File: src/tms_pkg.sv
// Constants for the timer master/slave synchronisation block.
// Assumes a single 40 MHz timer clock shared by all timers on the chip.
package tms_pkg;
    localparam int TMS_CLK_MHZ = 40;
    localparam int TMS_CNT_W = 16;
    localparam logic [15:0] TMS_CNT_RST = 16'h0000;
    localparam logic [15:0] TMS_PSC_RST = 16'h0000;
    localparam logic [15:0] TMS_ARR_RST = 16'hFFFF;
    // Master output selections
    localparam logic [2:0] TMS_MOS_UG = 3'h0;
    localparam logic [2:0] TMS_MOS_EN = 3'h1;
    localparam logic [2:0] TMS_MOS_UPD = 3'h2;
    localparam logic [2:0] TMS_MOS_CC = 3'h3;
    localparam logic [2:0] TMS_MOS_OC1 = 3'h4;
    // Trigger source selections
    localparam logic [2:0] TMS_TS_INTERNAL_TRIGGER_ZERO = 3'h0;
    localparam logic [2:0] TMS_TS_INTERNAL_TRIGGER_ONE = 3'h1;
    localparam logic [2:0] TMS_TS_ITR2 = 3'h2;
    localparam logic [2:0] TMS_TS_ITR3 = 3'h3;
    localparam logic [2:0] TMS_TS_CH1ED = 3'h4;
    localparam logic [2:0] TMS_TS_FP1 = 3'h5;
    localparam logic [2:0] TMS_TS_FP2 = 3'h6;
    localparam logic [2:0] TMS_TS_EXT = 3'h7;
    // Slave modes
    localparam logic [2:0] TMS_SM_OFF = 3'h0;
    localparam logic [2:0] TMS_SM_RESET = 3'h4;
    localparam logic [2:0] TMS_SM_GATED = 3'h5;
    localparam logic [2:0] TMS_SM_TRIG = 3'h6;
    localparam logic [2:0] TMS_SM_EXTCLK = 3'h7;
    // Master/slave alignment delay in timer clocks
    localparam int TMS_MSM_DLY = 1;
endpackage

File: src/tms_prescaler.sv
// Prescaler: divides the timer clock into one-cycle counter-clock pulses.
// Assumes the caller gives the enable and the reinitialise strobe.
`timescale 1ns/100ps
module tms_prescaler
    import tms_pkg::*;
(
    input wire logic clk,
    input wire logic rst_b,
    input wire logic run,
    input wire logic reinit,
    input wire logic [15:0] divide,
    output logic tick
);
    logic [15:0] count;
    logic [15:0] next_count;
    logic next_tick;

    always_comb begin
        next_count = count;
        next_tick = 1'b0;
        if (reinit) begin
            next_count = 16'h0000;
        end else if (run) begin
            if (count >= divide) begin
                next_count = 16'h0000;
                next_tick = 1'b1;
            end else begin
                next_count = count + 16'h0001;
            end
        end
    end

    always_ff @(posedge clk or negedge rst_b) begin
        if (!rst_b) begin
            count <= TMS_PSC_RST;
            tick <= 1'b0;
        end else begin
            count <= next_count;
            tick <= next_tick;
        end
    end
endmodule

File: src/tms_timer_sync.sv
// Timer counter with master/slave synchronisation: trigger output selection,
// trigger input selection and slave modes. Inputs are synchronous to CORE_CLK;
// trigger inputs from other timers come straight from their flops.
// Behaviour
// - Master drives reset, start, stop or clock
// - Select 010 pulses trigger on update
// - Select 000 takes internal trigger zero
// - Mode 111 counts trigger rising edges
// - Select 1xx routes compare reference out
// - Select 100 outputs compare one reference
// - Mode 101 counts only while trigger high
// - Gating stops the prescaler, not the enable bit
// - Trigger start keeps counter and prescaler
// - Update generate reinitialises counter, prescaler
// - Counter write loads value directly
// - Mode 110 trigger sets enable bit
// - Select 001 outputs counter run signal
// - Source 100 uses channel one edges
// - Master/slave delays prescaler after enable
// - Starting trigger sets trigger flag
// - Debug halt freezes when freeze bit set
// - Master/slave bit delays trigger effect
// - Trigger source encoding zero to seven
`timescale 1ns/100ps
module tms_timer_sync
    import tms_pkg::*;
(
    input wire logic CORE_CLK,
    input wire logic RST_B,
    input wire logic [2:0] MASTER_OUTPUT_SELECT,
    input wire logic [2:0] TRIGGER_SOURCE_SELECT,
    input wire logic [2:0] SLAVE_MODE_SELECT,
    input wire logic MASTER_SLAVE_BIT,
    input wire logic [15:0] PRESCALE_DIV,
    input wire logic [15:0] AUTO_RELOAD,
    input wire logic COUNTER_ENABLE_SET,
    input wire logic COUNTER_ENABLE_CLEAR,
    input wire logic UPDATE_GENERATE_BIT,
    input wire logic COUNTER_WRITE,
    input wire logic [15:0] COUNTER_WRITE_DATA,
    input wire logic TRIGGER_FLAG_CLEAR,
    input wire logic INTERNAL_TRIGGER_ZERO,
    input wire logic INTERNAL_TRIGGER_ONE,
    input wire logic INTERNAL_TRIGGER_TWO,
    input wire logic INTERNAL_TRIGGER_THREE,
    input wire logic CHANNEL1_INPUT,
    input wire logic FILTERED_INPUT_ONE,
    input wire logic FILTERED_INPUT_TWO,
    input wire logic EXTERNAL_TRIGGER,
    input wire logic [3:0] COMPARE_REFERENCE_N,
    input wire logic CAPTURE_COMPARE_EVENT,
    input wire logic CORE_HALTED,
    input wire logic DEBUG_FREEZE_BIT,
    output logic TRIGGER_OUTPUT,
    output logic COUNTER_ENABLE_BIT,
    output logic COUNTER_RUN_SIGNAL,
    output logic TRIGGER_FLAG,
    output logic UPDATE_EVENT,
    output logic [15:0] COUNTER
);
    logic trgi_prev;
    logic ch1_prev;
    logic trg_edge_q;
    logic trg_level_q;
    logic next_trgi_prev;
    logic next_ch1_prev;
    logic next_trg_edge_q;
    logic next_trg_level_q;
    logic trgi;
    logic trg_rise;
    logic trg_edge;
    logic trg_level;
    logic counter_enable_bit;
    logic next_cen;
    logic flag;
    logic next_flag;
    logic run_d;
    logic next_run_d;
    logic [15:0] cnt;
    logic [15:0] next_cnt;
    logic upd;
    logic next_upd;
    logic trigger_output;
    logic next_trigger_output;
    logic run_q;
    logic next_run_q;
    logic frozen;
    logic gated_run;
    logic psc_run;
    logic psc_reinit;
    logic psc_tick;
    logic cnt_step;
    logic slave_reset;
    logic gate_prev;
    logic next_gate_prev;

    // Trigger input select; CH1 edge detector gives a pulse per change
    always_comb begin
        case (TRIGGER_SOURCE_SELECT)
            TMS_TS_INTERNAL_TRIGGER_ZERO: trgi = INTERNAL_TRIGGER_ZERO;
            TMS_TS_INTERNAL_TRIGGER_ONE: trgi = INTERNAL_TRIGGER_ONE;
            TMS_TS_ITR2: trgi = INTERNAL_TRIGGER_TWO;
            TMS_TS_ITR3: trgi = INTERNAL_TRIGGER_THREE;
            TMS_TS_CH1ED: trgi = CHANNEL1_INPUT ^ ch1_prev;
            TMS_TS_FP1: trgi = FILTERED_INPUT_ONE;
            TMS_TS_FP2: trgi = FILTERED_INPUT_TWO;
            TMS_TS_EXT: trgi = EXTERNAL_TRIGGER;
            default: trgi = 1'b0;
        endcase
    end

    // Edge/level path, delayed one clock when in master/slave mode
    always_comb begin
        next_trgi_prev = trgi;
        next_ch1_prev = CHANNEL1_INPUT;
        trg_rise = trgi & ~trgi_prev;
        next_trg_edge_q = trg_rise;
        next_trg_level_q = trgi;
        trg_edge = MASTER_SLAVE_BIT ? trg_edge_q : trg_rise;
        trg_level = MASTER_SLAVE_BIT ? trg_level_q : trgi;
        // Level as the slave logic saw it last cycle, in either timing
        next_gate_prev = trg_level;
    end

    always_ff @(posedge CORE_CLK or negedge RST_B) begin
        if (!RST_B) begin
            trgi_prev <= 1'b0;
            ch1_prev <= 1'b0;
            trg_edge_q <= 1'b0;
            trg_level_q <= 1'b0;
            gate_prev <= 1'b0;
        end else begin
            trgi_prev <= next_trgi_prev;
            ch1_prev <= next_ch1_prev;
            trg_edge_q <= next_trg_edge_q;
            trg_level_q <= next_trg_level_q;
            gate_prev <= next_gate_prev;
        end
    end

    assign frozen = CORE_HALTED & DEBUG_FREEZE_BIT;
    assign slave_reset = (SLAVE_MODE_SELECT == TMS_SM_RESET) & trg_edge;
    // Gated mode only qualifies the run signal, which also stops the prescaler
    assign gated_run = (SLAVE_MODE_SELECT != TMS_SM_GATED) | trg_level;

    // Enable bit, trigger-mode set and trigger flag
    always_comb begin
        next_cen = counter_enable_bit;
        if (COUNTER_ENABLE_CLEAR) begin
            next_cen = 1'b0;
        end
        if (COUNTER_ENABLE_SET) begin
            next_cen = 1'b1;
        end
        if ((SLAVE_MODE_SELECT == TMS_SM_TRIG) & trg_edge) begin
            next_cen = 1'b1;
        end
        next_flag = flag & ~TRIGGER_FLAG_CLEAR;
        // Set wins over clear
        if (trg_edge & (SLAVE_MODE_SELECT != TMS_SM_OFF) & (SLAVE_MODE_SELECT != TMS_SM_GATED)) begin
            next_flag = 1'b1;
        end
        // Gated mode marks both the start and the stop of counting
        if ((SLAVE_MODE_SELECT == TMS_SM_GATED) & (trg_level != gate_prev)) begin
            next_flag = 1'b1;
        end
    end

    // Run signal; in master/slave mode the prescaler enable lags one clock
    always_comb begin
        next_run_q = counter_enable_bit & gated_run;
        next_run_d = run_q;
    end

    assign psc_run = (MASTER_SLAVE_BIT ? run_d & run_q : run_q) & ~frozen;
    assign psc_reinit = UPDATE_GENERATE_BIT | slave_reset;

    tms_prescaler u_psc (
        .clk(CORE_CLK),
        .rst_b(RST_B),
        .run(psc_run & (SLAVE_MODE_SELECT != TMS_SM_EXTCLK)),
        .reinit(psc_reinit),
        .divide(PRESCALE_DIV),
        .tick(psc_tick)
    );

    // External clock mode 1 counts trigger rising edges
    assign cnt_step = (SLAVE_MODE_SELECT == TMS_SM_EXTCLK) ? (trg_edge & counter_enable_bit & ~frozen) : psc_tick;

    // Counter with reload, software load and reinitialise
    always_comb begin
        next_cnt = cnt;
        next_upd = 1'b0;
        if (psc_reinit) begin
            next_cnt = TMS_CNT_RST;
            next_upd = 1'b1;
        end else if (COUNTER_WRITE) begin
            next_cnt = COUNTER_WRITE_DATA;
        end else if (cnt_step) begin
            if (cnt >= AUTO_RELOAD) begin
                next_cnt = TMS_CNT_RST;
                next_upd = 1'b1;
            end else begin
                next_cnt = cnt + 16'h0001;
            end
        end
    end

    // Trigger output selection
    always_comb begin
        case (MASTER_OUTPUT_SELECT)
            TMS_MOS_UG: next_trigger_output = UPDATE_GENERATE_BIT;
            TMS_MOS_EN: next_trigger_output = next_run_q;
            TMS_MOS_UPD: next_trigger_output = next_upd;
            TMS_MOS_CC: next_trigger_output = CAPTURE_COMPARE_EVENT;
            TMS_MOS_OC1: next_trigger_output = COMPARE_REFERENCE_N[0];
            3'h5: next_trigger_output = COMPARE_REFERENCE_N[1];
            3'h6: next_trigger_output = COMPARE_REFERENCE_N[2];
            3'h7: next_trigger_output = COMPARE_REFERENCE_N[3];
            default: next_trigger_output = 1'b0;
        endcase
    end

    always_ff @(posedge CORE_CLK or negedge RST_B) begin
        if (!RST_B) begin
            counter_enable_bit <= 1'b0;
            flag <= 1'b0;
            run_q <= 1'b0;
            run_d <= 1'b0;
            cnt <= TMS_CNT_RST;
            upd <= 1'b0;
            trigger_output <= 1'b0;
        end else begin
            counter_enable_bit <= next_cen;
            flag <= next_flag;
            run_q <= next_run_q;
            run_d <= next_run_d;
            cnt <= next_cnt;
            upd <= next_upd;
            trigger_output <= next_trigger_output;
        end
    end

    assign TRIGGER_OUTPUT = trigger_output;
    assign COUNTER_ENABLE_BIT = counter_enable_bit;
    assign COUNTER_RUN_SIGNAL = run_q;
    assign TRIGGER_FLAG = flag;
    assign UPDATE_EVENT = upd;
    assign COUNTER = cnt;

    AST_UPD_TRIGGER_OUTPUT: assert property (@(posedge CORE_CLK) disable iff (!RST_B)
        (MASTER_OUTPUT_SELECT == TMS_MOS_UPD) && next_upd |=> TRIGGER_OUTPUT)
        else $error("update did not pulse trigger output");
    AST_UG_CLEAR: assert property (@(posedge CORE_CLK) disable iff (!RST_B)
        UPDATE_GENERATE_BIT |=> COUNTER == 16'h0000)
        else $error("update generate did not clear counter");
    AST_CNT_LOAD: assert property (@(posedge CORE_CLK) disable iff (!RST_B)
        COUNTER_WRITE && !UPDATE_GENERATE_BIT && !slave_reset |=> COUNTER == $past(COUNTER_WRITE_DATA))
        else $error("counter write not loaded");
    AST_TRIG_SET: assert property (@(posedge CORE_CLK) disable iff (!RST_B)
        (SLAVE_MODE_SELECT == TMS_SM_TRIG) && trg_edge |=> COUNTER_ENABLE_BIT && TRIGGER_FLAG)
        else $error("trigger mode did not set enable and flag");
    AST_OC1_OUT: assert property (@(posedge CORE_CLK) disable iff (!RST_B)
        MASTER_OUTPUT_SELECT == TMS_MOS_OC1 |=> TRIGGER_OUTPUT == $past(COMPARE_REFERENCE_N[0]))
        else $error("compare reference not on trigger output");
    AST_GATE_HOLD: assert property (@(posedge CORE_CLK) disable iff (!RST_B)
        (SLAVE_MODE_SELECT == TMS_SM_GATED) && !run_q
        ##1 (SLAVE_MODE_SELECT == TMS_SM_GATED) && !psc_reinit && !COUNTER_WRITE |=> $stable(COUNTER))
        else $error("gated counter moved while gate low");
    AST_FREEZE: assert property (@(posedge CORE_CLK) disable iff (!RST_B)
        frozen ##1 frozen && !psc_reinit && !COUNTER_WRITE |=> $stable(COUNTER))
        else $error("counter moved while frozen");
    AST_EXT_STEP: assert property (@(posedge CORE_CLK) disable iff (!RST_B)
        (SLAVE_MODE_SELECT == TMS_SM_EXTCLK) && trg_edge && counter_enable_bit && !frozen && !psc_reinit
        && !COUNTER_WRITE && cnt < AUTO_RELOAD |=> COUNTER == $past(cnt) + 16'h0001)
        else $error("external clock edge did not advance counter");
    AST_EN_TRIGGER_OUTPUT: assert property (@(posedge CORE_CLK) disable iff (!RST_B)
        MASTER_OUTPUT_SELECT == TMS_MOS_EN |=> TRIGGER_OUTPUT == COUNTER_RUN_SIGNAL)
        else $error("run signal not on trigger output");
    AST_MSM_PSC: assert property (@(posedge CORE_CLK) disable iff (!RST_B)
        MASTER_SLAVE_BIT && !run_q ##1 MASTER_SLAVE_BIT && run_q |-> !psc_run)
        else $error("prescaler started with the enable in master/slave mode");
    AST_MSM_EDGE: assert property (@(posedge CORE_CLK) disable iff (!RST_B)
        MASTER_SLAVE_BIT && trg_rise ##1 MASTER_SLAVE_BIT |-> trg_edge)
        else $error("delayed trigger edge missing");
    AST_GATED_RUN: assert property (@(posedge CORE_CLK) disable iff (!RST_B)
        (SLAVE_MODE_SELECT == TMS_SM_GATED) && !trg_level |=> !COUNTER_RUN_SIGNAL)
        else $error("gated counter ran with gate low");
    AST_TRIG_KEEP: assert property (@(posedge CORE_CLK) disable iff (!RST_B)
        (SLAVE_MODE_SELECT == TMS_SM_TRIG) && trg_edge && !psc_reinit && !COUNTER_WRITE && !cnt_step
        |=> $stable(COUNTER))
        else $error("trigger start changed the counter");
    AST_FLAG_SET: assert property (@(posedge CORE_CLK) disable iff (!RST_B)
        trg_edge && (SLAVE_MODE_SELECT == TMS_SM_TRIG || SLAVE_MODE_SELECT == TMS_SM_RESET) |=> TRIGGER_FLAG)
        else $error("trigger event did not set flag");
    AST_RESET_MODE: assert property (@(posedge CORE_CLK) disable iff (!RST_B)
        (SLAVE_MODE_SELECT == TMS_SM_RESET) && trg_edge |=> COUNTER == TMS_CNT_RST && UPDATE_EVENT)
        else $error("reset mode did not clear counter");
    AST_CH1_EDGE: assert property (@(posedge CORE_CLK) disable iff (!RST_B)
        (TRIGGER_SOURCE_SELECT == TMS_TS_CH1ED) && (CHANNEL1_INPUT != ch1_prev) |-> trgi)
        else $error("channel one change gave no trigger");
endmodule
File: config.mk
export PLATFORM = sky130hd
export DESIGN_NAME = tms_timer_sync
export DESIGN_NICKNAME = d
export VERILOG_FILES = /design/src/tms_pkg.sv /design/src/tms_prescaler.sv /design/src/tms_timer_sync.sv
export SDC_FILE = /design/constraint.sdc
export NUM_CORES = 1
export LEC_CHECK = 0
export BUFFER_PORTS_ARGS = -buffer_cell sky130_fd_sc_hd__buf_4
export CORE_UTILIZATION = 36
export DETAILED_ROUTE_END_ITERATION = 16
export PLACE_DENSITY = 0.6
export SYNTH_ARGS = -nofsm -noshare
export SYNTH_HDL_FRONTEND = slang
export SYNTH_SLANG_ARGS = --single-unit
File: constraint.sdc
create_clock -name CORE_CLK -period 4.2 [get_ports CORE_CLK]
set_input_delay 0.21 -clock CORE_CLK [delete_from_list [all_inputs] [get_ports CORE_CLK]]
set_output_delay 0.21 -clock CORE_CLK [all_outputs]
set_load 0.01 [all_outputs]
After elaboration in Yosys (flattened, before gate mapping)
Index checks and enable logic that the tools add are counted.

storage, ports and cells
  register bits after elaboration = 43
  input bits = 80
  output and inout bits = 21

operators by class
  $add $sub $neg = 2
  $lt $le $gt $ge = 2
  equal/unequal tests = 21
  mux-type cells = 25
  bitwise gates (word level) = 20
  reduce and logical (&&, ||, !) cells = 6

operators with widths
  kind                                                 count
  two-way mux 16 bit                                   7
  equality test 3 bit, second input constant           12
  adder 16 x 1 -> 16 bit, second input constant        2
  greater-or-equal comparator 16 bit                   2
  two-way mux 1 bit                                    16
  one-hot mux 1 bit (8 select lines)                   2
  bitwise AND 1 bit                                    14
  equality test 3 x 2 -> 1 bit, second input constant  4
  nonzero test 3 bit                                   3
  equality test 3 x 1 -> 1 bit, second input constant  2
  logical NOT 3 bit                                    2
  inequality test 3 bit, second input constant         2
  NOT 1 bit                                            3
  bitwise OR 1 bit                                     2
  nonzero test 2 bit                                   1
  inequality test 1 bit                                1
  XOR 1 bit                                            1

Logic depth before layout (Yosys ltp)
  depth in word-level cells = 11
  depth in mapped cells = 10

By module
A second synthesis with hierarchy kept.

second synthesis, totals
  cell total of the unflattened synthesis = 396
  area, all modules = 3498.4 µm²

by module, submodules not included
  module          instances  cells each  area each (µm²)  seq. area each (µm²)
  tms_timer_sync  1          246         2194.6           650.6
  tms_prescaler   1          150         1303.8           425.4

Worst setup path before layout
No wires, ideal clock.

  path kind = register -> register
  start = register cnt[7], in the netlist COUNTER[7]
  end = register cnt[3], in the netlist COUNTER[3]
  data arrival time = 2185 ps
  data required time = 4070 ps
  path slack = 1885 ps
  cell stages (with the launch flop) = 10
  path through = dfrtp_1 -> ha_1 -> nand3_1 -> a211o_1 -> o221a_2 -> o21ai_2 -> clkbuf_1 -> o21ai_0 -> a32oi_1 -> o31ai_2

between the ends
  cells in the longest elaborated chain, start to end = 5

ends and longest elaborated chain
  item                                line                   RTL
  start: declaration                  tms_timer_sync.sv:79   logic [15:0] cnt;
  start signal: assignment            tms_timer_sync.sv:238  cnt <= next_cnt;
  greater-or-equal comparator 16 bit  tms_timer_sync.sv:200  if (cnt >= AUTO_RELOAD) begin
  two-way mux 16 bit                  tms_timer_sync.sv:200
  two-way mux 16 bit                  tms_timer_sync.sv:199  end else if (cnt_step) begin
  two-way mux 16 bit                  tms_timer_sync.sv:197  end else if (COUNTER_WRITE) begin
  two-way mux 16 bit                  tms_timer_sync.sv:194  if (psc_reinit) begin

Every way passes these cells. The select of a mux whose other input is x is not followed.
A chain may end at the register's enable or synchronous reset.

Final worst setup path
  start = register cnt[3], in the netlist COUNTER[3]
  end = register cnt[14], in the netlist COUNTER[14]

between the ends
  cells in the longest elaborated chain, start to end = 5
  elaborated cells between the ends (all ways) = 6

ends and longest elaborated chain
  item                                                                          line
  adder 16 x 1 -> 16 bit or greater-or-equal comparator 16 bit (tied branches)  tms_timer_sync.sv:204, tms_timer_sync.sv:200
  two-way mux 16 bit *                                                          tms_timer_sync.sv:200
  two-way mux 16 bit *                                                          tms_timer_sync.sv:199
  two-way mux 16 bit *                                                          tms_timer_sync.sv:197
  two-way mux 16 bit *                                                          tms_timer_sync.sv:194

Mark *: on every way between the ends. The rest lies on a longest branch, timed or not. The select of a mux whose other input is x is not followed.

==> metrics.log <==
INFO  metric pwr_density_cell = 232 mW/mm²
INFO  metric fin_crit_sh = 68.4%
INFO  metric min-delay-path-class = in -> reg
INFO  metric required = 4.39 ns
INFO  metric cts_root_buf = clkbuf_8
INFO  metric slew_margin_rel = 30.9%
INFO  metric port_buffers = 100
INFO  metric drcViolationCount = 0
INFO  metric cts_max_level = 2
INFO  metric area.growth.synth_to_final = 28.8%
INFO  metric synthesis.area_per_instance = 8.77 µm²
INFO  metric post_synth_instance_area = approximately 0.0033 mm²
INFO  metric design.core.area = 0.00876 mm²
INFO  metric die-height = approximately 97 µm
INFO  metric yosysWarningCount = 0
INFO  metric antennaDiodeCount = 0
INFO  metric synth_enable_flop_cells = 0
INFO  metric run_status = finished clean
INFO  metric max_slew.worst_pin.slew = 1.03 ns
INFO  metric max-cap-violations = 0
INFO  metric syn-instance-count = roughly 370
INFO  metric synth-seq-cells = 43
INFO  metric synth_ff_type = dfrtp_1
INFO  metric final-hold-violation-count = 0
INFO  metric drt_iter0_markers = 87
INFO  metric setup.worst_path.end_class = flop
INFO  metric clkTransAtPathRegs = about 0.090 ns
INFO  metric detail-route-antenna-nets = 0
INFO  metric routed-via-count = 3078
INFO  metric number_of_buffers_inserted_during_clock_tree_synthesis = 5
INFO  metric hold_slack = 0.0262 ns
INFO  metric grt_start_max_net_pins = 44
INFO  metric worst_ep_arrival_time = 3.07 ns
INFO  metric yosys.area_share.xor_xnor = 4.55%
INFO  metric synth_simple_gate_area_share = a little under a fifth
INFO  metric criticalPathCategory = reg -> reg
INFO  metric syn-num-nets = 487
INFO  metric grt_util_all_layers = 17.6%
INFO  metric comb_power_share = 24.4%
INFO  metric wire_length_of_the_first_global_routing_pass = between 10000 and 15000 µm
INFO  metric hpwl_dp = 6330 µm
INFO  metric skew = 0.00296 ns
INFO  metric sw_frac_of_total = 30.5%
INFO  metric power.sequential.fraction = ~47%
INFO  metric timing.final.max_slew_violations = 0
INFO  metric clk_latency = ~0.30 ns
INFO  metric fin_setup_tns = 0 ns
INFO  metric yosys.area_share.adder = 13.0%
INFO  metric static-leakage-power = 2.07 nW
INFO  metric p_clk_share = between 20% and 30%
INFO  metric net-switching-power = 297 µW
INFO  metric first_global_vias = between 3000 and 4000
INFO  metric asyncSetResetFlopFracSynth = between 90% and 100%
INFO  metric rsz0062_at_grt = false
INFO  metric routedWlPerCell = 14.1 µm
INFO  metric achievable_freq = 348 MHz
INFO  metric instances_no_fill = 582
INFO  metric timing.critical_path.from_type = flop
INFO  metric worst_vdd_rail_ir_drop = 0.163 mV
INFO  metric cts_num_sinks = 43
INFO  metric die_area = 0.00947 mm²
INFO  metric post_cts.repair.setup_buffers = 0
INFO  metric gp_congestion = 0.759
INFO  metric final_layout_size_suffix_gt1_share = 26.8%
INFO  metric std_cell_rows = 34
INFO  metric floorplan.io_pins = 101
INFO  metric drt_first_pass_iters = 4
INFO  metric route.final.wire_length = 8210 µm
INFO  metric largest_family_of_logic_cells_by_synthesized_area = compound AO/OA/AOI/OAI gates
INFO  metric global_route.overflow_total = 0
INFO  metric antenna_found_initial = 0
INFO  metric floorplan.die.width = about 97 µm
INFO  metric synth_sequential_area_ratio = between 30% and 40%
INFO  metric nets = ~590
INFO  metric critical_path_peak_fanout = 16
INFO  metric synthDistinctLibCells = 56
INFO  metric post-place-cells = 573
INFO  metric cell_internal_pwr = 678 µW
INFO  metric utilization = 48.1%
INFO  metric floorplan.initialDensity = between 30% and 40%
INFO  metric report.final.setup_viol = 0
INFO  metric longest_clk_path_bufs = 2
INFO  metric power = about 980 µW
INFO  metric post_synth_mux_area_share = 2.30%
INFO  metric layout_min_cycle_time = 2.87 ns
INFO  metric cts_tree = built
INFO  metric fraction_of_the_mapped_netlist_area_in_compound_gates = 22.5%
INFO  metric viasPerCell = about 5.3
[Yosys cell counts, types with 2 or more instances]
library cell	instances	area share (%)
nor2_1	29	3.3
o21ai_0	27	4.1
nand3_1	22	3.4
or3_1	3	0.57
a21o_1	7	1.6
mux2i_1	3	0.92
a41oi_1	2	0.54
clkbuf_1	2	0.23
or4_1	2	0.46
buf_6	2	0.69
nand4_1	2	0.38
dfrtp_1	43	33
o211ai_1	3	0.69
nor2b_1	2	0.38
nor3_1	4	0.61
a21oi_1	11	1.7
o2111ai_1	3	0.80
a21oi_2	7	1.9
and3_1	8	1.5
nor4_1	2	0.38
buf_2	5	0.76
mux4_2	2	1.4
xnor2_1	15	4.0
inv_1	44	5.0
o31ai_1	3	0.69
a32oi_1	10	2.7
o21a_1	2	0.46
nand2_1	30	3.4
o31a_1	2	0.54
nand2b_1	9	1.7
a211oi_1	7	1.6
ha_1	34	13
xor2_1	2	0.54
a22o_1	2	0.54
[state kept, by name, summed over array words and instances, names as in the netlist]
signal / flops
COUNTER_ENABLE_BIT: 1
TRIGGER_FLAG: 1
trg_level_q: 1
trg_edge_q: 1
TRIGGER_OUTPUT: 1
UPDATE_EVENT: 1
run_d: 1
COUNTER: 16
ch1_prev: 1
u_psc.tick: 1
gate_prev: 1
u_psc.count: 16
COUNTER_RUN_SIGNAL: 1
[power groups by stage]
stage	Sequential [mW]	Combinational, mW	Clock [mW]
4_1_cts	0.461	0.241	0.291
3_3_place_gp	0.468	0.235	0
5_1_grt	0.465	0.266	0.306
2_1_floorplan	0.469	0.114	0
6_report	0.461	0.237	0.277
3_5_place_dp	0.469	0.239	0
[critical path, stage by stage, from the launching register on]
cell	delay, ns
dfrtp_1	0.46
ha_1	0.32
a2111oi_0	0.40
o21a_1	0.20
o221a_2	0.21
o21ai_2	0.17
a21oi_2	0.29
nand2_1	0.31
o41ai_1	0.41
[cell type report]
type	instances	area (µm²)
Fill cell	882	4550
Tap cell	108	135
Inverter	44	165
Sequential cell	43	1080
Timing Repair Buffer	102	768
Clock inverter	3	23.8
Multi-Input combinational cell	277	1970
Clock buffer	5	68.8
[metrics by stage]
stage          setup WS [ns]  cell area [µm²]
4_1_cts                 1.30             4210
3_5_place_dp            1.32             4110
2_1_floorplan           1.88             3270
5_1_grt                 1.14             4210
3_3_place_gp            1.42             4110
6_report                1.33             4210
[worst paths after layout]
path / to / slack [ns] / start / cells past startpoint
hold / removal: ch1_prev$_DFF_PN0_ / 0.03 / CHANNEL1_INPUT / 1
hold reg to reg: run_d$_DFF_PN0_ / 0.41 / COUNTER_RUN_SIGNAL$_DFF_PN0_ / 0
setup / recovery: COUNTER[14]$_DFFE_PN0P_ / 1.33 / COUNTER[3]$_DFFE_PN0P_ / 8
min in group asynchronous: COUNTER[5]$_DFFE_PN0P_ / 0.43 / RST_B / 2
max in group asynchronous: COUNTER[1]$_DFFE_PN0P_ / 3.36 / RST_B / 2
setup reg to reg: COUNTER[14]$_DFFE_PN0P_ / 1.33 / COUNTER[3]$_DFFE_PN0P_ / 8
[what timing repair did]
item                       4_1_cts  5_1_grt
hold endpoints to repair        43        0
hold buffers                     1        0
setup endpoints to repair        0        0
resized for setup                0        0
[per-layer routing]
| layer | GRT usage, % | vias up | part of all wire, % |
|---|---|---|---|
| li1 | - | 1534 | - |
| met3 | 3.45 | 4 | 4.6 |
| met2 | 29.2 | 80 | 48 |
| met1 | 23.7 | 1460 | 47 |
| met4 | 4.07 | 0 | 0.72 |
| met5 | 0 | - | 0 |
[cell usage in the layout, fill, tap and decap left out, types with 3 or more instances in the layout]
cell       count
nand2_1       30
nand2b_1       9
o211ai_1       3
clkbuf_8       5
nor2_1        29
a21o_1         7
a21oi_1       11
nor3_1         4
a21oi_2        7
and3_1         8
nand3_1       22
o31ai_1        3
a211oi_1       7
xnor2_1       15
or3_1          3
dfrtp_1       43
o2111ai_1      3
buf_4        101
ha_1          34
mux2i_1        3
a32oi_1       10
o21ai_0       27
inv_1         44
[logic make-up (layout without fill, tap and decap cells)]
group | Yosys count | after routing
and+or+nand+nor | 120 | 120
buffers and inverters | 53 | 154
AOI/OAI and AO/OA | 101 | 101
adders and majority gates | 34 | 34
muxes | 5 | 5
xor gates and xnor gates | 17 | 17
DFF | 43 | 43
No activity file was read; power rests on OpenSTA's default activity.
